File: config.mk
export PLATFORM = sky130hd
export DESIGN_NAME = pdipc_top
export DESIGN_NICKNAME = d
export VERILOG_FILES = /design/src/hw/pdipc_pkg.sv /design/src/hw/pdipc_sync.sv /design/src/hw/pdipc_top.sv
export VERILOG_INCLUDE_DIRS = /design/src /design/src/hw
export SDC_FILE = /design/constraint.sdc
export NUM_CORES = 1
export LEC_CHECK = 0
export ABC_AREA = 1
export ABC_CLOCK_PERIOD_IN_PS = 1400
export BUFFER_PORTS_ARGS = -buffer_cell sky130_fd_sc_hd__buf_2
export CAP_MARGIN = 0
export CORE_MARGIN = 1
export CORE_UTILIZATION = 53
export CTS_CLUSTER_DIAMETER = 150
export DETAILED_ROUTE_END_ITERATION = 16
export GPL_ROUTABILITY_DRIVEN = 0
export PLACE_DENSITY = 0.8
export SLEW_MARGIN = 20
export SYNTH_ARGS = -nofsm -noshare
export SYNTH_HDL_FRONTEND = slang
export SYNTH_SLANG_ARGS = --single-unit
File: constraint.sdc
create_clock -name sys_clk -period 1.4 [get_ports sys_clk]
set_clock_uncertainty 0.15 [all_clocks]
set_input_delay 0.14 -clock sys_clk [delete_from_list [all_inputs] [get_ports sys_clk]]
set_output_delay 0.14 -clock sys_clk [all_outputs]
set_load 0.05 [all_outputs]
File: src/hw/pdipc_defines.svh
/*
 * Constants of the port direction, input and pull control block: register
 * offsets, reset values and pin group masks.
 * Assumes a byte-wide register port with a 16-bit address.
 */
`ifndef PDIPC_DEFINES_SVH
`define PDIPC_DEFINES_SVH

// Register byte addresses
`define PDIPC_OFS_OUTPUT_LATCH   16'h0280
`define PDIPC_OFS_PIN_READBACK   16'h0281
`define PDIPC_OFS_PIN_DIRECTION  16'h0282
`define PDIPC_OFS_PULL_ENABLE    16'h0284
`define PDIPC_OFS_PULL_POLARITY  16'h0285

// Reset values
`define PDIPC_RST_OUTPUT_LATCH   8'h00
`define PDIPC_RST_PIN_DIRECTION  8'h00
`define PDIPC_RST_PULL_ENABLE    8'hFF
`define PDIPC_RST_PULL_POLARITY  8'h00

// Bit groups of the port
`define PDIPC_ALL_PINS           8'hFF
`define PDIPC_NO_PINS            8'h00

`endif

File: src/hw/pdipc_pkg.sv
/*
 * Types of the port direction, input and pull control block.
 * Assumes the constants header is included by the modules that need it.
 */
package pdipc_pkg;

    // Whole state of the port controller
    typedef struct packed {
        logic [7:0] latch;    // Output latch
        logic [7:0] dir;      // Pin direction
        logic [7:0] pe;       // Pull enable
        logic [7:0] pol;      // Pull polarity select
        logic [7:0] rdata;    // Read data
        logic [7:0] pout;     // Pin output level
        logic [7:0] oe;       // Pin output enable
        logic [7:0] ie;       // Pin input buffer enable
        logic [7:0] pull_en;  // Pull device active
        logic [7:0] pull_dn;  // Pull device is pull-down
        logic [7:0] per_in;   // Gated pin levels to peripherals
    } pdipc_state_t;

    // Address and data types of the register port
    typedef logic [15:0] pdipc_addr_t;
    typedef logic [7:0]  pdipc_byte_t;

endpackage

File: src/hw/pdipc_sync.sv
/*
 * Two-stage synchroniser for the pin input levels.
 * Assumes the inputs are asynchronous to sys_clk.
 */
`timescale 1ns/1ns
`default_nettype none

module pdipc_sync #(
    parameter int W = 8                  // Number of pins
) (
    input  wire logic         sys_clk,   // System clock
    input  wire logic         rst_b,     // Asynchronous reset, active low
    input  wire logic [W-1:0] async_in,  // Raw pin levels
    output logic      [W-1:0] sync_out   // Synchronised levels
);

    // Both stages of the synchroniser
    typedef struct packed {
        logic [W-1:0] s1;  // First stage, read only by the second
        logic [W-1:0] s2;  // Second stage
    } pdipc_sync_st_t;

    pdipc_sync_st_t st_q;  // Registered state
    pdipc_sync_st_t st_d;  // Next state

    // Shift the levels through the two stages
    always_comb begin
        st_d    = st_q;
        st_d.s1 = async_in;
        st_d.s2 = st_q.s1;
    end

    // Register the stages
    always_ff @(posedge sys_clk or negedge rst_b) begin
        if (!rst_b) begin
            st_q <= '0;
        end else begin
            st_q <= st_d;
        end
    end

    assign sync_out = st_q.s2;

endmodule

`default_nettype wire

File: src/hw/pdipc_top.sv
/*
 * Port direction, input and pull control for one 8-bit general purpose
 * port: output latch, pin level readback, direction, pull enable and pull
 * polarity registers, with peripheral overrides of the pin direction.
 * Assumes peripheral controls come from logic on sys_clk and pin levels
 * come from outside, asynchronous to it.
 */
`timescale 1ns/1ns
`default_nettype none
`include "pdipc_defines.svh"

module pdipc_top (
    input  wire logic               sys_clk,      // System clock, 250 MHz
    input  wire logic               rst_b,        // Asynchronous reset, active low
    input  wire pdipc_pkg::pdipc_addr_t addr,     // Register address
    input  wire pdipc_pkg::pdipc_byte_t wdata,    // Write data
    input  wire logic               wr,           // Write strobe
    input  wire logic               rd,           // Read strobe
    output var pdipc_pkg::pdipc_byte_t rdata,     // Read data, cycle after rd
    input  wire logic [7:0]         pin_in,       // Pin input levels
    output logic      [7:0]         pin_out,      // Pin output levels
    output logic      [7:0]         pin_oe,       // Pin output enables
    output logic      [7:0]         pin_ie,       // Pin input buffer enables
    output logic      [7:0]         pull_en,      // Pull device active
    output logic      [7:0]         pull_dn,      // Pull-down when high, pull-up when low
    output logic      [7:0]         per_in,       // Synchronised levels to peripherals
    input  wire logic               lcd_en,       // Display segment driver on pins 7-4
    input  wire logic               iic_route,    // Two-wire bus routed to this port
    input  wire logic               iic_en,       // Two-wire bus enabled
    input  wire logic               iic_scl_out,  // Clock line level wanted, 0 pulls low
    input  wire logic               iic_sda_out,  // Data line level wanted, 0 pulls low
    input  wire logic               second_timer_unit_route,   // Second timer routed to this port
    input  wire logic [1:0]         second_timer_unit_oc_en,   // Its compare enables, pins 3-2
    input  wire logic [1:0]         second_timer_unit_oc_out,  // Its compare levels, pins 3-2
    input  wire logic               first_timer_unit_route,   // First timer routed to this port
    input  wire logic [1:0]         first_timer_unit_oc_en,   // Its compare enables, pins 1-0
    input  wire logic [1:0]         first_timer_unit_oc_out,  // Its compare levels, pins 1-0
    input  wire logic               can_route,    // Bus controller routed to this port
    input  wire logic               can_en,       // Bus controller enabled
    input  wire logic               can_tx        // Transmit level for pin 1
);
    import pdipc_pkg::*;

    pdipc_state_t st_q;      // Registered state
    pdipc_state_t st_d;      // Next state
    logic [7:0]   pin_sync;  // Pins after two flip-flops
    logic [7:0]   rb_val;    // Readback value
    logic [7:0]   is_out;    // Pin operates as output
    logic         iic_on;    // Two-wire bus owns pins 6-5
    logic         can_on;    // Bus controller owns pins 1-0 where no first timer compare is on

    // Pin level synchroniser
    pdipc_sync #(
        .W        (8)
    ) u_sync (
        .sys_clk  (sys_clk),
        .rst_b    (rst_b),
        .async_in (pin_in),
        .sync_out (pin_sync)
    );

    // Disabled input buffers read low
    assign rb_val = pin_sync & st_q.ie;
    assign iic_on = !lcd_en && iic_route && iic_en;
    assign can_on = can_route && can_en;

    // Register access, pin control and pull control
    always_comb begin
        st_d   = st_q;
        is_out = 8'h00;
        // Register writes
        if (wr) begin
            case (addr)
                `PDIPC_OFS_OUTPUT_LATCH:  st_d.latch = wdata;
                `PDIPC_OFS_PIN_DIRECTION: st_d.dir   = wdata;
                `PDIPC_OFS_PULL_ENABLE:   st_d.pe    = wdata;
                `PDIPC_OFS_PULL_POLARITY: st_d.pol   = wdata;
                default:                  st_d.latch = st_q.latch;
            endcase
        end
        // Register reads, data answered in the next cycle
        st_d.rdata = 8'h00;
        if (rd) begin
            case (addr)
                `PDIPC_OFS_OUTPUT_LATCH: begin
                    // Latch for outputs, pin for inputs
                    st_d.rdata = (st_q.latch & st_q.dir) | (rb_val & ~st_q.dir);
                end
                `PDIPC_OFS_PIN_READBACK:  st_d.rdata = rb_val;
                `PDIPC_OFS_PIN_DIRECTION: st_d.rdata = st_q.dir;
                `PDIPC_OFS_PULL_ENABLE:   st_d.rdata = st_q.pe;
                `PDIPC_OFS_PULL_POLARITY: st_d.rdata = st_q.pol;
                default:                  st_d.rdata = 8'h00;
            endcase
        end
        // Per-pin direction with peripheral overrides
        for (int i = 0; i < 8; i++) begin
            st_d.pout[i] = st_q.latch[i];
            st_d.oe[i]   = st_q.dir[i];
            st_d.ie[i]   = 1'h1;
            is_out[i]    = st_q.dir[i];
        end
        // Pins 3-2 follow the second timer compares
        for (int j = 0; j < 2; j++) begin
            if (second_timer_unit_route && second_timer_unit_oc_en[j]) begin
                st_d.oe[j+2]   = 1'h1;
                st_d.pout[j+2] = second_timer_unit_oc_out[j];
                is_out[j+2]    = 1'h1;
            end
        end
        // Pin 1: timer compare first, then transmit line
        if (first_timer_unit_route && first_timer_unit_oc_en[1]) begin
            st_d.oe[1]   = 1'h1;
            st_d.pout[1] = first_timer_unit_oc_out[1];
            is_out[1]    = 1'h1;
        end else if (can_on) begin
            st_d.oe[1]   = 1'h1;
            st_d.pout[1] = can_tx;
            is_out[1]    = 1'h1;
        end
        // Pin 0: timer compare first, then receive line
        if (first_timer_unit_route && first_timer_unit_oc_en[0]) begin
            st_d.oe[0]   = 1'h1;
            st_d.pout[0] = first_timer_unit_oc_out[0];
            is_out[0]    = 1'h1;
        end else if (can_on) begin
            st_d.oe[0]   = 1'h0;
            is_out[0]    = 1'h0;
        end
        // Pins 6-5 as open-drain, driving only a low level
        if (iic_on) begin
            st_d.pout[6] = 1'h0;
            st_d.oe[6]   = !iic_scl_out;
            st_d.pout[5] = 1'h0;
            st_d.oe[5]   = !iic_sda_out;
            is_out[6]    = 1'h1;
            is_out[5]    = 1'h1;
        end
        // Display driver takes pins 7-4 away from both buffers
        if (lcd_en) begin
            for (int k = 4; k < 8; k++) begin
                st_d.oe[k] = 1'h0;
                st_d.ie[k] = 1'h0;
                is_out[k]  = 1'h0;
            end
        end
        // Pull devices act only on pins used as inputs
        for (int i = 0; i < 8; i++) begin
            st_d.pull_en[i] = st_q.pe[i] && !is_out[i] && st_d.ie[i];
            st_d.pull_dn[i] = st_q.pol[i];
        end
        // Levels seen by the peripherals
        st_d.per_in = rb_val;
    end

    // Register the whole state
    always_ff @(posedge sys_clk or negedge rst_b) begin
        if (!rst_b) begin
            st_q         <= '0;
            st_q.latch   <= `PDIPC_RST_OUTPUT_LATCH;
            st_q.dir     <= `PDIPC_RST_PIN_DIRECTION;
            st_q.pe      <= `PDIPC_RST_PULL_ENABLE;
            st_q.pol     <= `PDIPC_RST_PULL_POLARITY;
        end else begin
            st_q <= st_d;
        end
    end

    // Outputs straight from the state flip-flops
    assign rdata   = st_q.rdata;
    assign pin_out = st_q.pout;
    assign pin_oe  = st_q.oe;
    assign pin_ie  = st_q.ie;
    assign pull_en = st_q.pull_en;
    assign pull_dn = st_q.pull_dn;
    assign per_in  = st_q.per_in;

    // Readback returns the pin level from three cycles before the answer
    property p_rb_read;
        @(posedge sys_clk) disable iff (!rst_b)
        (rd && addr == `PDIPC_OFS_PIN_READBACK && st_q.ie == `PDIPC_ALL_PINS)
        |=> (rdata == $past(pin_in, 3));
    endproperty
    a_rb_read: assert property (p_rb_read) else $error("readback value wrong");

    // A write to the readback leaves every register untouched
    property p_rb_write;
        @(posedge sys_clk) disable iff (!rst_b)
        (wr && addr == `PDIPC_OFS_PIN_READBACK)
        |=> ($stable(st_q.latch) && $stable(st_q.dir) && $stable(st_q.pe) && $stable(st_q.pol));
    endproperty
    a_rb_write: assert property (p_rb_write) else $error("readback write changed state");

    // Without overrides the output enables follow the direction register
    property p_dir;
        @(posedge sys_clk) disable iff (!rst_b)
        (!lcd_en && !iic_route && !second_timer_unit_route && !first_timer_unit_route && !can_route)
        |=> (pin_oe == $past(st_q.dir));
    endproperty
    a_dir: assert property (p_dir) else $error("output enable does not follow direction");

    // Display driver leaves pins 7-4 with both buffers off
    property p_lcd;
        @(posedge sys_clk) disable iff (!rst_b)
        lcd_en |=> (pin_oe[7:4] == 4'h0 && pin_ie[7:4] == 4'h0 && pull_en[7:4] == 4'h0);
    endproperty
    a_lcd: assert property (p_lcd) else $error("display pins still buffered");

    // Two-wire bus drives pins 6-5 only low
    property p_iic;
        @(posedge sys_clk) disable iff (!rst_b)
        (rst_b && iic_on) |=> (pin_out[6:5] == 2'h0 && pin_oe[6] == !$past(iic_scl_out)
                    && pin_oe[5] == !$past(iic_sda_out));
    endproperty
    a_iic: assert property (p_iic) else $error("two-wire pins not open-drain");

    // Second timer compare drives pin 2
    property p_second_timer_unit;
        @(posedge sys_clk) disable iff (!rst_b)
        (rst_b && second_timer_unit_route && second_timer_unit_oc_en[0])
        |=> (pin_oe[2] && pin_out[2] == $past(second_timer_unit_oc_out[0]));
    endproperty
    a_second_timer_unit: assert property (p_second_timer_unit) else $error("second timer compare not on pin 2");

    // Transmit line owns pin 1 when the first timer compare is off
    property p_can_tx;
        @(posedge sys_clk) disable iff (!rst_b)
        (rst_b && can_on && !(first_timer_unit_route && first_timer_unit_oc_en[1]))
        |=> (pin_oe[1] && pin_out[1] == $past(can_tx));
    endproperty
    a_can_tx: assert property (p_can_tx) else $error("transmit line not on pin 1");

    // Receive line makes pin 0 an input, timer compare wins over it
    property p_pin0;
        @(posedge sys_clk) disable iff (!rst_b)
        (rst_b && can_on) |=> (pin_oe[0] == $past(first_timer_unit_route && first_timer_unit_oc_en[0]));
    endproperty
    a_pin0: assert property (p_pin0) else $error("pin 0 direction wrong");

    // A data read of an input pin answers the pin level of three cycles before
    property p_data_in;
        @(posedge sys_clk) disable iff (!rst_b)
        (rd && addr == `PDIPC_OFS_OUTPUT_LATCH && st_q.dir == `PDIPC_NO_PINS
         && st_q.ie == `PDIPC_ALL_PINS) |=> (rdata == $past(pin_in, 3));
    endproperty
    a_data_in: assert property (p_data_in) else $error("input read latency wrong");

    // A data read of output pins answers the latch
    property p_data_out;
        @(posedge sys_clk) disable iff (!rst_b)
        (rd && addr == `PDIPC_OFS_OUTPUT_LATCH && st_q.dir == `PDIPC_ALL_PINS)
        |=> (rdata == $past(st_q.latch));
    endproperty
    a_data_out: assert property (p_data_out) else $error("output read not from latch");

    // Input pins with no override take the pull enable
    property p_pull_in;
        @(posedge sys_clk) disable iff (!rst_b)
        (rst_b && st_q.dir == `PDIPC_NO_PINS && !lcd_en && !iic_route && !second_timer_unit_route
         && !first_timer_unit_route && !can_route) |=> (pull_en == $past(st_q.pe));
    endproperty
    a_pull_in: assert property (p_pull_in) else $error("pull enable not applied");

    // No pull is active on a pin whose output driver is on
    property p_pull_out;
        @(posedge sys_clk) disable iff (!rst_b)
        ((pin_oe & pull_en) == 8'h00);
    endproperty
    a_pull_out: assert property (p_pull_out) else $error("pull active on output");

    // Pull polarity follows the polarity select one cycle later
    property p_pull_pol;
        @(posedge sys_clk) disable iff (!rst_b)
        1'b1 |=> (pull_dn == $past(st_q.pol));
    endproperty
    a_pull_pol: assert property (p_pull_pol) else $error("pull polarity wrong");

    // Pin 3 follows the second timer compare as well
    property p_second_timer_unit_hi;
        @(posedge sys_clk) disable iff (!rst_b)
        (rst_b && second_timer_unit_route && second_timer_unit_oc_en[1])
        |=> (pin_oe[3] && pin_out[3] == $past(second_timer_unit_oc_out[1]));
    endproperty
    a_second_timer_unit_hi: assert property (p_second_timer_unit_hi) else $error("pin 3 not on timer compare");

    // Pull enables and direction leave reset at their reset values
    property p_rst_regs;
        @(posedge sys_clk) disable iff (!rst_b)
        $rose(rst_b)
        |-> (st_q.pe == `PDIPC_RST_PULL_ENABLE && st_q.dir == `PDIPC_RST_PIN_DIRECTION);
    endproperty
    a_rst_regs: assert property (p_rst_regs) else $error("registers not at reset values");

    // A cleared pull enable keeps its pull device off
    property p_pull_off;
        @(posedge sys_clk) disable iff (!rst_b)
        rst_b
        |=> ((pull_en & ~$past(st_q.pe)) == 8'h00);
    endproperty
    a_pull_off: assert property (p_pull_off) else $error("pull active while disabled");

endmodule

`default_nettype wire

### Word level (Yosys, flattened, before mapping)

Index checks and enable logic that the tools add are counted.
W data, S select, Z words.

| storage, ports and cells | value |
|---|---|
| flip-flop bits (word level) | 104 |
| output and inout port bits | 56 |
| word-level logic and storage cells | 76 |

| cells by class | value |
|---|---|
| eq/ne operators | 5 |
| muxes and demuxes | 19 |
| bitwise operators | 5 |
| reduce and logical (&&, ||, !) cells | 34 |

Operators by type and width:

| kind | number |
|---|---|
| $eq A16 B10 Y1 const B | 5 |
| $pmux W8 S5 | 1 |
| $and A8 B8 Y8 | 3 |
| $logic_and A1 B1 Y1 | 19 |
| $mux W4 | 3 |
| $logic_not A1 Y1 | 11 |
| $mux W1 | 11 |
| $mux W8 | 1 |
| $not A8 Y8 | 1 |
| $or A8 B8 Y8 | 1 |
| $reduce_and A2 Y1 | 4 |
| $mux W2 | 3 |

### Logic depth before layout (Yosys ltp)

Gate-level depths: netlist of the first run.

| logic depth | value |
|---|---|
| word-level depth | 8 |
| mapped depth | 10 |
| mapped depth without buffers | 10 |

### Cells and area by module

Synthesis of the first run repeated with hierarchy kept, for this count alone.

| second synthesis, totals | value |
|---|---|
| cells, all modules | 434 |
| area total of the unflattened synthesis | 4281.6 um^2 |

By module, submodules not included:

| module | instances | cells an instance | area each (um^2) | seq. area each (um^2) |
|---|---|---|---|---|
| pdipc_top | 1 | 418 | 3881.2 | 2062.0 |
| pdipc_sync | 1 | 16 | 400.4 | 400.4 |

### Worst setup path before layout of the first run

No wires, ideal clock.

| path | value |
|---|---|
| path kind | input to register |
| from | in addr[5] |
| to | reg st_q[77] (netlist bit) |
| library setup time | 0.119 ns |
| data arrival time | 1.045 ns |
| required time | 1.131 ns |
| path slack | 0.086 ns |
| cell stages on the path | 9 |
| path buffers | 1 |
| cell sequence | nor2_2 -> nand2_4 -> nor2_4 -> nand2_2 -> inv_2 -> nand2_2 -> buf_6 -> nand2_1 -> o21ai_2 |

| between the ends | value |
|---|---|
| word-level cells in the longest chain between the ends | 2 |

RTL lines:

| what | line | text |
|---|---|---|
| start: declaration | pdipc_top.sv:15 | `input wire pdipc_pkg::pdipc_addr_t addr,` |
| $eq A16 B10 Y1 | pdipc_top.sv:73 | `case (addr)` |
| $reduce_and A2 Y1 (no source line) | - |  |
| end signal: assignment | pdipc_top.sv:165 | `st_q <= st_d;` |
| end: declaration | pdipc_top.sv:44 | `pdipc_state_t st_q;` |

Every way passes these cells.
A chain may end at the register's enable or synchronous reset.

==> metrics.md, run 1 <==
| Metric | Value |
|---|---|
| Die area | between 0.008 and 0.009 mm^2 |
| Syn Area/Cell | about 10 um^2 |
| Top post-synthesis cells by area | dfrtp_1 53%, buf_4 10%, nand2_1 7.2%, nand3_1 5.2%, dfstp_2 5.0% |
| # port buffers | around 110 |
| Via Count | roughly 3,200 |
| Sequential-to-total area share from yosys stat | between 50% and 60% |
| HPWL after detailed placement | 6060 um |
| Top-count cell post-synth | dfrtp_1 |
| Maximum VDD drop | 488 uV |
| Req. time, crit path | 1.11 ns |
| Antenna diodes | 0 |
| Synth Cell Area | around 0.0042 mm^2 |
| Critical Path AT | between 1 and 1.5 ns |
| CTS root buffer | clkbuf_8 |
| Peak Freq | roughly 740 MHz |
| Initial DRC count | ~230 |
| Synthesis-stage register bit count | between 90 and 100 |
| Post-Place Cells | around 600 |
| Most frequent cells after synthesis | 90 x dfrtp_1, 81 x nand2_1, 59 x buf_4 |
| Via-to-Cell Ratio | 4.91 |
| Layout cells sized above 1 | around a third |
| Gr usage total | about a quarter |
| DR pass1 iterations | 5 |
| Die width | just over 90 um |
| CP endpoint kind | output pin |
| CP top delay family | flip-flops |
| Cell taking the most area after synthesis | dfrtp_1 |
| CP peak stage delay | between 0.4 and 0.5 ns |
| Synth Warn # | 0 |
| Synth Net Count | around 500 |
| Cell count after synthesis | around 430 |
| Starting Density | 54.6% |
| Status | finished, violations left |
| Fin crit share | a little over nine tenths |
| Post-synthesis cell type count | 27 |
| Total grt overflow | 0 |
| Worst hold slack | -0.0249 ns |
| CP bufs+invs | 1 |
| Finished Layout Cells | 660 |
| Num ports | 110 |
| First-pass GRT wire length | ~15,000 um |
| Worst path cell trace | clkbuf_4 |
| Total wire length | 9240 um |
| Final Max Slew Viols | 0 |
| Initial antenna violation count | 0 |
| Slowest cell on the critical path | dfrtp_2 |
| Area delta synth->final | 25.8% |
| Residual DRC | 0 |
| Core Region | 0.00773 mm^2 |
| CTS tree | done |
| H-tree lvl count | 3 |
| Failing checks | hold timing |
| P per Cell Area | around 1000 mW/mm^2 |
| CTS Sinks | between 90 and 100 |
| NumNets Final | ~610 |
| Fraction of registers with async set/reset | 100% |
| Vias in the first global route | ~3,200 |
| Setup_tns | 0 ns |
| Startpoint Class | flip-flop |
| Die outline height | roughly 90 um |
| Number of buffers created by CTS | 9 |
| Number of synthesized flops with an enable pin | 0 |
| Largest net degree at the start of global routing | 58 |
| CP max FO | 8 |
| Hold crit path type | input port to flip-flop |
| Worst-skew pair later-pin latency | approximately 0.35 ns |
| Main synth FF type | dfrtp_1 |
| FP Rows | 32 |
| Worst-path clk slew | ~0.080 ns |
| Routed len/inst | roughly 14 um |
| Fin. Hold Viols | 1 |
| ANT nets after route | 0 |
| CTS Buffer Depth | 2 |
| Tmin final | around 1.4 ns |
| Max-Cap Viols | 0 |
| Share of Yosys cell area claimed by the top area cell type | 53.4% |
| Setup violators final | 0 |
| Leak | around 2.8 nW |
| Setup CP Type | flip-flop to output pin |
[metal layers]
metal | wire [um] | vias up | GRT usage (%)
li1 | - | 1550 | -
met1 | 3940 | 1542 | 31.5
met2 | 4520 | 130 | 36.4
met3 | 563 | 21 | 4.44
met4 | 210 | 0 | 12.7
met5 | 0 | - | 0
[worst min-delay path, delay by kind of cell]
kind | cells | cell delay [ns]
AND/OR/NAND/NOR | 2 | 0.16
buffers and inverters | 2 | 0.14
[power breakdown]
group | switching (mW) | total, mW | internal, mW
clock network | 0.913 | 1.88 | 0.969
registers | 0.0196 | 2.90 | 2.88
logic | 0.329 | 0.521 | 0.191
total | 1.26 | 5.30 | 4.04
[layout by cell type, fill, tap and decap left out, types with 2 or more instances in the layout]
| cell | netlist | layout |
|---|---|---|
| o21ai_2 | 8 | 8 |
| a21oi_1 | 2 | 2 |
| dlygate4sd3_1 | 0 | 38 |
| nor2_2 | 2 | 2 |
| or2_2 | 2 | 2 |
| inv_1 | 34 | 34 |
| buf_2 | 2 | 100 |
| dfrtp_1 | 90 | 88 |
| o21ai_0 | 14 | 14 |
| clkbuf_8 | 0 | 12 |
| buf_12 | 0 | 6 |
| nand2_1 | 81 | 81 |
| nor2_4 | 5 | 5 |
| nand2_2 | 2 | 2 |
| clkinv_2 | 0 | 2 |
| nand3_1 | 44 | 44 |
| nand3_2 | 3 | 3 |
| o21ai_1 | 26 | 26 |
| inv_2 | 2 | 2 |
| dfstp_2 | 8 | 8 |
| buf_4 | 59 | 23 |
| nor2_1 | 37 | 37 |
| clkbuf_4 | 0 | 8 |
| dfrtp_2 | 0 | 2 |
[layout make-up]
| class | instances | area (um^2) |
|---|---|---|
| clock buffer | 12 | 165 |
| clock inverter | 4 | 48.8 |
| fill | 581 | 2420 |
| inverter | 36 | 135 |
| multi-input combinational | 233 | 1130 |
| sequential | 98 | 2460 |
| tap | 102 | 128 |
| timing repair buffer | 175 | 1230 |
[state kept, by name, summed over array words and instances (netlist names), 8 cells and up]
name / flops
st_q: 22
pin_out: 8
rdata: 8
pin_oe: 8
pull_dn: 8
u_sync.sync_out: 8
per_in: 8
st_d: 10
u_sync.st_d: 8
pull_en: 8
[final timing paths]
path	startpoint	to	slack [ns]	depth (start not counted)
worst max-delay path	pin_ie[3]$_DFF_PN0_	pin_ie[2]	0.05	1
worst min-delay path	second_timer_unit_oc_en[0]	pin_oe[2]$_DFF_PN0_	-0.02	4
worst max register to register	st_q[83]$_DFFE_PN0P_	pin_out[3]$_DFF_PN0_	0.05	3
worst min register to register	u_sync.st_d[6]$_DFF_PN0_	u_sync.sync_out[6]$_DFF_PN0_	0.20	0
max in group asynchronous	rst_b	st_q[68]$_DFFE_PN1P_	0.62	3
min in group asynchronous	rst_b	per_in[5]$_DFF_PN0_	0.15	3
[logic make-up after synthesis]
| group | Yosys count | share of synthesized area (%) |
|---|---|---|
| other | 1 | 0.0889 |
| AOI/OAI and AO/OA | 52 | 6.97 |
| buffers and inverters | 101 | 14.8 |
| muxes | 1 | 0.267 |
| and+or+nand+nor | 179 | 19.5 |
| DFF | 98 | 58.3 |
[metrics by stage]
step	utilization, %	hold slack [ns]	setup slack (ns)	total power, mW	instance area (um^2)
4_1_cts	68.0	0.0758	-0.0350	5.34	5260
6_report	68.7	-0.0249	0.0456	5.30	5310
3_5_place_dp	60.3	-0.0129	-0.275	3.39	4660
3_3_place_gp	60.3	-0.0175	-0.186	3.38	4660
2_1_floorplan	-	-0.306	0.0856	3.23	4220
5_1_grt	68.7	-0.000896	-0.0133	5.51	5310
[timing repair]
action,4_1_cts,5_1_grt
resized for setup,0,10
cloned,0,0
buffers inserted,0,4
hold buffers,38,3
setup endpoints to repair,8,15
pin swaps,0,1
hold endpoints to repair,164,3
(Power assumes the default switching activity.)
==> run 2, diff against run 1 <==
--- a/config.mk
+++ b/config.mk
@@ -11,11 +11,12 @@
 export BUFFER_PORTS_ARGS = -buffer_cell sky130_fd_sc_hd__buf_2
 export CAP_MARGIN = 0
 export CORE_MARGIN = 1
-export CORE_UTILIZATION = 53
+export CORE_UTILIZATION = 55
+export CTS_BUF_LIST = sky130_fd_sc_hd__clkbuf_2 sky130_fd_sc_hd__clkbuf_4 sky130_fd_sc_hd__clkbuf_8
 export CTS_CLUSTER_DIAMETER = 150
 export DETAILED_ROUTE_END_ITERATION = 16
 export GPL_ROUTABILITY_DRIVEN = 0
-export PLACE_DENSITY = 0.8
+export PLACE_DENSITY = 0.83
 export SLEW_MARGIN = 20
 export SYNTH_ARGS = -nofsm -noshare
 export SYNTH_HDL_FRONTEND = slang
==> run 2 against run 1 <==
The run now ends clean. Clock power decreased by 9%. Total power decreased by 2.7%. Combinational power rose by 4%. Die area shrank 3.6%. Register-to-register slack about the same. Final area is 0.14% lower. Worst setup slack gained 0.014 ns. Via count is 1.6% higher. Critical path type is now input port to flip-flop. Critical endpoint is now pin_out[3]$_DFF_PN0_. Highest routed layer unchanged.
==> metrics.md, run 2 (synthesis results as in run 1) <==
| Metric | Value |
|---|---|
| Status | complete, no violations |
| Setup_tns | 0 ns (unchanged) |
| Total grt overflow | 0 (unchanged) |
| Worst reg2reg setup slack | 0.06 ns (about the same) |
| Fin. Hold Viols | 0 (-1) |
| Max reg flops | 22 (unchanged) |
| Critical Path AT | 1.44 ns (+0.38 ns) |
| CTS tree | done |
| Leak | 2.77 nW (-0.74%) |
| Die area | 0.00803 mm^2 (-3.6%) |
| R2R depth | 7 (+4) |
| Initial DRC count | 267 (+14%) |
| DR pass1 iterations | 5 (unchanged) |
| Largest Register | st_q |
| H-tree lvl count | 3 (unchanged) |
| Via-to-Cell Ratio | 5.02 (+2.1%) |
| Starting Density | 57.6% (+3.0 points) |
| RR Endpoint | rdata[2]$_DFF_PN0_ |
| Tmin final | 1.34 ns (-0.0138 ns) |
| Total wire length | 9500 um (+2.9%) |
| Worst-path clk slew | 0.09 ns (about the same) |
| Final Max Slew Viols | 0 (unchanged) |
| Die width | 89.6 um (-1.8%) |
| Max-Cap Viols | 0 (unchanged) |
| CP bufs+invs | 3 (+2) |
| CP peak stage delay | 0.54 ns (+0.10 ns) |
| Peak Freq | 746 MHz (+1.0%) |
| Slowest cell on the critical path | dlygate4sd3_1 |
| Worst hold slack | 0.0573 ns (+0.0822 ns) |
| CP endpoint kind | flip-flop |
| Initial antenna violation count | 0 (unchanged) |
| Area delta synth->final | 25.6% |
| Num ports | 110 (unchanged) |
| Die outline height | 89.6 um (-1.8%) |
| Number of buffers created by CTS | 9 (unchanged) |
| Layout cells sized above 1 | 34.1% (unchanged) |
| NumNets Final | 607 (unchanged) |
| First-pass GRT wire length | 14,600 um (-2.3%) |
| Leading cell type in the layout, fill and taps excluded | buf_2 |
| Gr usage total | 25.3% (+1.8 points) |
| Via Count | 3,295 (+1.6%) |
| CP max FO | 1 (-7) |
| Residual DRC | 0 (unchanged) |
| Largest net degree at the start of global routing | 29 (-50%) |
| Overall Power | 5.16 mW (-2.7%) |
| P per Cell Area | 974 mW/mm^2 (-2.5%) |
| Final Util | 72.3% (+3.6 points) |
| # port buffers | 109 (unchanged) |
| Req. time, crit path | 1.49 ns (+0.38 ns) |
| Setup CP Type | input port to flip-flop |
| Routed len/inst | 14.5 um (+3.3%) |
| ANT nets after route | 0 (unchanged) |
| FP Rows | 31 (-3.1%) |
| Maximum VDD drop | 581 uV (+19%) |
| Startpoint Class | input port |
| CTS Sinks | 98 (unchanged) |
| CP top delay family | buffers and inverters |
| CTS root buffer | clkbuf_8 |
| Worst-skew pair later-pin latency | 0.36 ns (about the same) |
| Core Region | 0.00733 mm^2 (-5.1%) |
| Fin crit share | 95.8% (-0.99 points) |
| Hold crit path type | input port to async pin |
| Setup violators final | 0 (unchanged) |
| HPWL after detailed placement | 6330 um (+4.5%) |
| Worst path cell trace | dlygate4sd3_1, buf_2, nand2_1, dlygate4sd3_1, nand2_1 |
| Vias in the first global route | 3,105 (-1.7%) |
| RSZ-0062 raised after global routing | false |
| Most frequent cells in the layout | 100 x buf_2, 88 x dfrtp_1, 80 x nand2_1 |
| Reg-to-Reg Start | pin_ie[3]$_DFF_PN0_ |
| Antenna diodes | 0 (unchanged) |
| CTS Buffer Depth | 2 (unchanged) |
## run 2: metal layers
layer  part of all wire (%)  global-route usage, %
met1                     40                   31.2
met3                    7.7                   6.22
met5                      0                      0
met4                    3.7                   12.6
met2                     48                   41.8
## run 2: worst max path at each step
stage,startpoint,slack (ns),depth (start not counted),end
after floorplan,addr[5],0.09,9,st_q[77]$_DFFE_PN0P_
after global placement,addr[15],-0.13,9,rdata[4]$_DFF_PN0_
after detailed placement,addr[8],-0.21,9,rdata[4]$_DFF_PN0_
after CTS,pin_ie[3]$_DFF_PN0_,-0.05,1,pin_ie[1]
after global routing,pin_ie[3]$_DFF_PN0_,0.0002,7,rdata[2]$_DFF_PN0_
final,second_timer_unit_oc_out[1],0.06,5,pin_out[3]$_DFF_PN0_
## run 2: worst reg2reg max path, stage by stage, from the launching register on
cell and delay (ns):
dfrtp_2 0.46, buf_4 0.16, nand2_2 0.07, o21ai_1 0.07
nand3_1 0.08, nand3_1 0.07, nor2_1 0.12, nor2_1 0.06
## run 2: layout make-up
| type | instances | area [um^2] |
|---|---|---|
| Clock buffer | 13 | 166 |
| Clock inverter | 3 | 23.8 |
| Fill cell | 509 | 2030 |
| Inverter | 36 | 135 |
| Multi-Input combinational cell | 233 | 1130 |
| Sequential cell | 98 | 2460 |
| Tap cell | 99 | 124 |
| Timing Repair Buffer | 175 | 1250 |
## run 2: metrics by stage
stage               setup WS, ns  area (um^2)  instances
floorplan                 0.0856         4220        432
global placement          -0.132         4680        600
detailed placement        -0.210         4680        600
CTS                      -0.0461         5260        654
global route            0.000203         5300        657
finish                    0.0594         5300        657
## run 2: power by group
group,total [mW],internal (mW),switching [mW]
sequential,2.90,2.88,0.0201
clock,1.72,0.787,0.934
combinational,0.540,0.205,0.334
total,5.16,3.87,1.29
## run 2: repair_timing
item,in CTS,in global routing
setup endpoints to repair,8,19
hold buffers,38,5
pin swaps,0,1
gates resized for setup,4,14
endpoints found under the hold margin,158,4
buffers inserted,0,1
==> run 3, diff against run 2 <==
--- a/config.mk
+++ b/config.mk
@@ -6,17 +6,18 @@
 export SDC_FILE = /design/constraint.sdc
 export NUM_CORES = 1
 export LEC_CHECK = 0
-export ABC_AREA = 1
+export ABC_AREA = 0
 export ABC_CLOCK_PERIOD_IN_PS = 1400
 export BUFFER_PORTS_ARGS = -buffer_cell sky130_fd_sc_hd__buf_2
 export CAP_MARGIN = 0
 export CORE_MARGIN = 1
-export CORE_UTILIZATION = 55
+export CORE_UTILIZATION = 54
 export CTS_BUF_LIST = sky130_fd_sc_hd__clkbuf_2 sky130_fd_sc_hd__clkbuf_4 sky130_fd_sc_hd__clkbuf_8
 export CTS_CLUSTER_DIAMETER = 150
 export DETAILED_ROUTE_END_ITERATION = 16
 export GPL_ROUTABILITY_DRIVEN = 0
-export PLACE_DENSITY = 0.83
+export PLACE_DENSITY = 0.82
+export SETUP_SLACK_MARGIN = 0.1
 export SLEW_MARGIN = 20
 export SYNTH_ARGS = -nofsm -noshare
 export SYNTH_HDL_FRONTEND = slang
==> run 3 against run 2 <==
The run now ends with setup timing left. Synthesized area decreased by 1.6%. Synthesized cell count shrank 25%. Final cell count down 16%. Global-route usage up 1.4 points.
==> metrics.md, run 3 <==
| Metric | Value |
|---|---|
| Status | finished, violations left |
| Failing checks | setup timing |
| Worst-skew pair later-pin latency | 0.36 ns (about the same) |
| Cell taking the most area after synthesis | dfrtp_1 |
| First-pass GRT wire length | 16,200 um (+11%) |
| NumNets Final | 501 (-17%) |
| Hold crit path type | input port to async pin |
| HPWL after detailed placement | 6490 um (+2.5%) |
| RSZ-0062 raised after global routing | true |
| CTS Buffer Depth | 2 (unchanged) |
| Req. time, crit path | 1.49 ns (about the same) |
| Vias in the first global route | 3,138 (+1.1%) |
| Sequential-to-total area share from yosys stat | 59.3% (+0.93 points) |
| R2R depth | 5 (-2) |
| Top-count cell post-synth | dfrtp_1 |
| Residual DRC | 0 (unchanged) |
| Cell-internal power | 4.06 mW (+4.9%) |
| Cell count after synthesis | 322 (-25%) |
| Combinational Power Share | 11.5% (+1.0 points) |
| Via Count | 2,955 (-10%) |
| Number of fillers in the final layout | 451 (-11%) |
| Synth Net Count | 376 (-23%) |
| CTS root buffer | clkbuf_8 |
| Via-to-Cell Ratio | 5.36 (+6.9%) |
| Part of the power in registers | 54.2% (-2.0 points) |
| Leading cell type in the layout, fill and taps excluded | buf_2 |
| CP endpoint kind | flip-flop |
| Fraction of registers with async set/reset | 100% (unchanged) |
| Fin. Hold Viols | 0 (unchanged) |
| CTS Sinks | 98 (unchanged) |
| Largest net degree at the start of global routing | 36 (+24%) |
| Largest Register | st_q |
| Most frequent cells in the layout | 95 x buf_2, 88 x dfrtp_1, 35 x dlygate4sd3_1 |
| Top post-synthesis cells by area | dfrtp_1 54%, buf_4 10%, mux2_2 9.5%, dfstp_2 5.1%, mux2i_1 2.2% |
| Core Region | 0.00733 mm^2 (unchanged) |
| Maximum VDD drop | 759 uV (+31%) |
| DR pass1 iterations | 4 (-1) |
| Synth Cell Area | 0.00415 mm^2 (-1.6%) |
| Final Util | 73.7% (+1.4 points) |
| Syn Area/Cell | 12.9 um^2 (+32%) |
| H-tree lvl count | 3 (unchanged) |
| Starting Density | 56.7% (-0.90 points) |
| Total grt overflow | 0 (unchanged) |
| Setup CP Type | input port to flip-flop |
| Tmin final | 1.69 ns (+0.353 ns) |
| Die area | 0.00805 mm^2 (+0.25%) |
| Final Max Slew Viols | 0 (unchanged) |
| Max reg flops | 22 (unchanged) |
| Initial antenna violation count | 1 (+1) |
| Psw | 1.30 mW (+0.72%) |
| Die width | 89.7 um (+0.12%) |
| Synthesis-stage register bit count | 98 (unchanged) |
| Peak Freq | 591 MHz (-21%) |
| CTS tree | done |
| Worst-path clk slew | 0.09 ns (about the same) |
| Gr usage total | 26.6% (+1.4 points) |
| Setup violators final | 40 (+40) |
| Switching share of power | 24.2% (-0.75 points) |
| Area delta synth->final | 30.1% |
| Critical Path AT | 1.79 ns (+0.35 ns) |
| Num ports | 110 (unchanged) |
| ANT nets after route | 0 (unchanged) |
| Routed len/inst | 19.0 um (+31%) |
| Post-synthesis cell type count | 40 (+48%) |
| Most frequent cells after synthesis | 90 x dfrtp_1, 56 x buf_4, 35 x mux2_2 |
| Die outline height | 89.7 um (+0.12%) |
| Leak | 2.73 nW (-1.5%) |
| Worst Slack Setup Final | -0.293 ns (-0.353 ns) |
| Fin crit share | 121% (+25 points) |
| CP max FO | 8 (+7) |
| Max-Cap Viols | 0 (unchanged) |
| Clock power share | 34.3% (+1.0 points) |
| Total wire length | 10,500 um (+10%) |
| P per Cell Area | 992 mW/mm^2 (+1.9%) |
| Overall Power | 5.36 mW (+3.9%) |
| # port buffers | 109 (unchanged) |
| Initial DRC count | 187 (-30%) |
| Main synth FF type | dfrtp_1 |
| Number of buffers created by CTS | 9 (unchanged) |
| Synth Warn # | 0 (unchanged) |
| FP Rows | 31 (unchanged) |
| Share of Yosys cell area claimed by the top area cell type | 54.2% (+0.85 points) |
| Startpoint Class | input port |
| Number of synthesized flops with an enable pin | 0 (unchanged) |
| Layout cells sized above 1 | 48.1% (+14 points) |
-- run 3: cell type report --
class | count | area [um^2] | share of cell area, %
sequential | 98 | 2460 | 45.6
timing repair buffer | 175 | 1310 | 24.3
multi-input combinational | 156 | 1270 | 23.6
clock buffer | 13 | 160 | 2.96
tap | 99 | 124 | 2.29
clock inverter | 2 | 37.5 | 0.695
inverter | 7 | 26.3 | 0.486
antenna | 1 | 2.50 | 0.0463
-- run 3: final timing paths --
| path | startpoint | slack, ns | to |
|---|---|---|---|
| worst max-delay path | addr[10] | -0.29 | st_q[78]$_DFFE_PN0P_ |
| worst min-delay path | rst_b | 0.06 | pin_oe[3]$_DFF_PN0_ |
| worst max register to register | pin_ie[6]$_DFF_PN0_ | -0.01 | rdata[5]$_DFF_PN0_ |
| worst min register to register | u_sync.st_d[0]$_DFF_PN0_ | 0.20 | u_sync.sync_out[0]$_DFF_PN0_ |
| max in group asynchronous | rst_b | 0.47 | pin_ie[3]$_DFF_PN0_ |
| min in group sys_clk | rd | 0.07 | rdata[4]$_DFF_PN0_ |
-- run 3: metal layers --
layer  vias up  wire length (um)  global-route usage, %  share of wire [%]
li1       1318                 -                      -                  -
met2       128              5440                   45.5                 52
met3        20               668                   6.77                6.4
met1      1489              4150                   32.9                 40
met5         -                 0                      0                  0
met4         0               212                   9.43                2.0
-- run 3: repair_timing --
action | CTS | global route
resized for setup | 47 | 12
buffers inserted | 6 | 4
hold buffers | 35 | 0
endpoints found under the setup margin | 48 | 48
pin swaps | 10 | 5
endpoints found under the hold margin | 154 | 0
-- run 3: critical path, stage by stage --
cell and delay (ns):
buf_6 0.09, or4b_4 0.56, buf_4 0.16, buf_6 0.12, nor4_4 0.22, nand2_4 0.17, mux2_2 0.32
-- run 3: logic make-up (layout without fill, tap and decap cells) --
kind of cell	Yosys count	count (layout)	share of synthesized area, %
muxes	44	44	11.7
other	1	2	0.0903
AOI/OAI and AO/OA	39	39	5.78
and+or+nand+nor	72	72	11.8
buffers and inverters	68	197	11.4
DFF	98	98	59.3
-- run 3: metrics by stage --
step	worst slack, ns	area, um^2	std cells	TNS (ns)	hold WS, ns
finish	-0.293	5400	551	-10.17	0.0604
global route	-0.328	5400	550	-11.60	0.0809
CTS	-0.268	5330	546	-8.57	0.0366
detailed placement	-0.703	4570	490	-25.31	-0.0911
global placement	-0.664	4570	490	-24.79	-0.0956
floorplan	-0.524	4160	322	-17.99	-0.306
-- run 3: power by group through the flow --
stage	Sequential, mW	Combinational, mW	Clock (mW)
2_1_floorplan	2.95	0.281	0
3_3_place_gp	2.96	0.457	0
3_5_place_dp	2.96	0.468	0
4_1_cts	2.91	0.593	1.85
5_1_grt	2.91	0.656	1.98
6_report	2.91	0.617	1.84
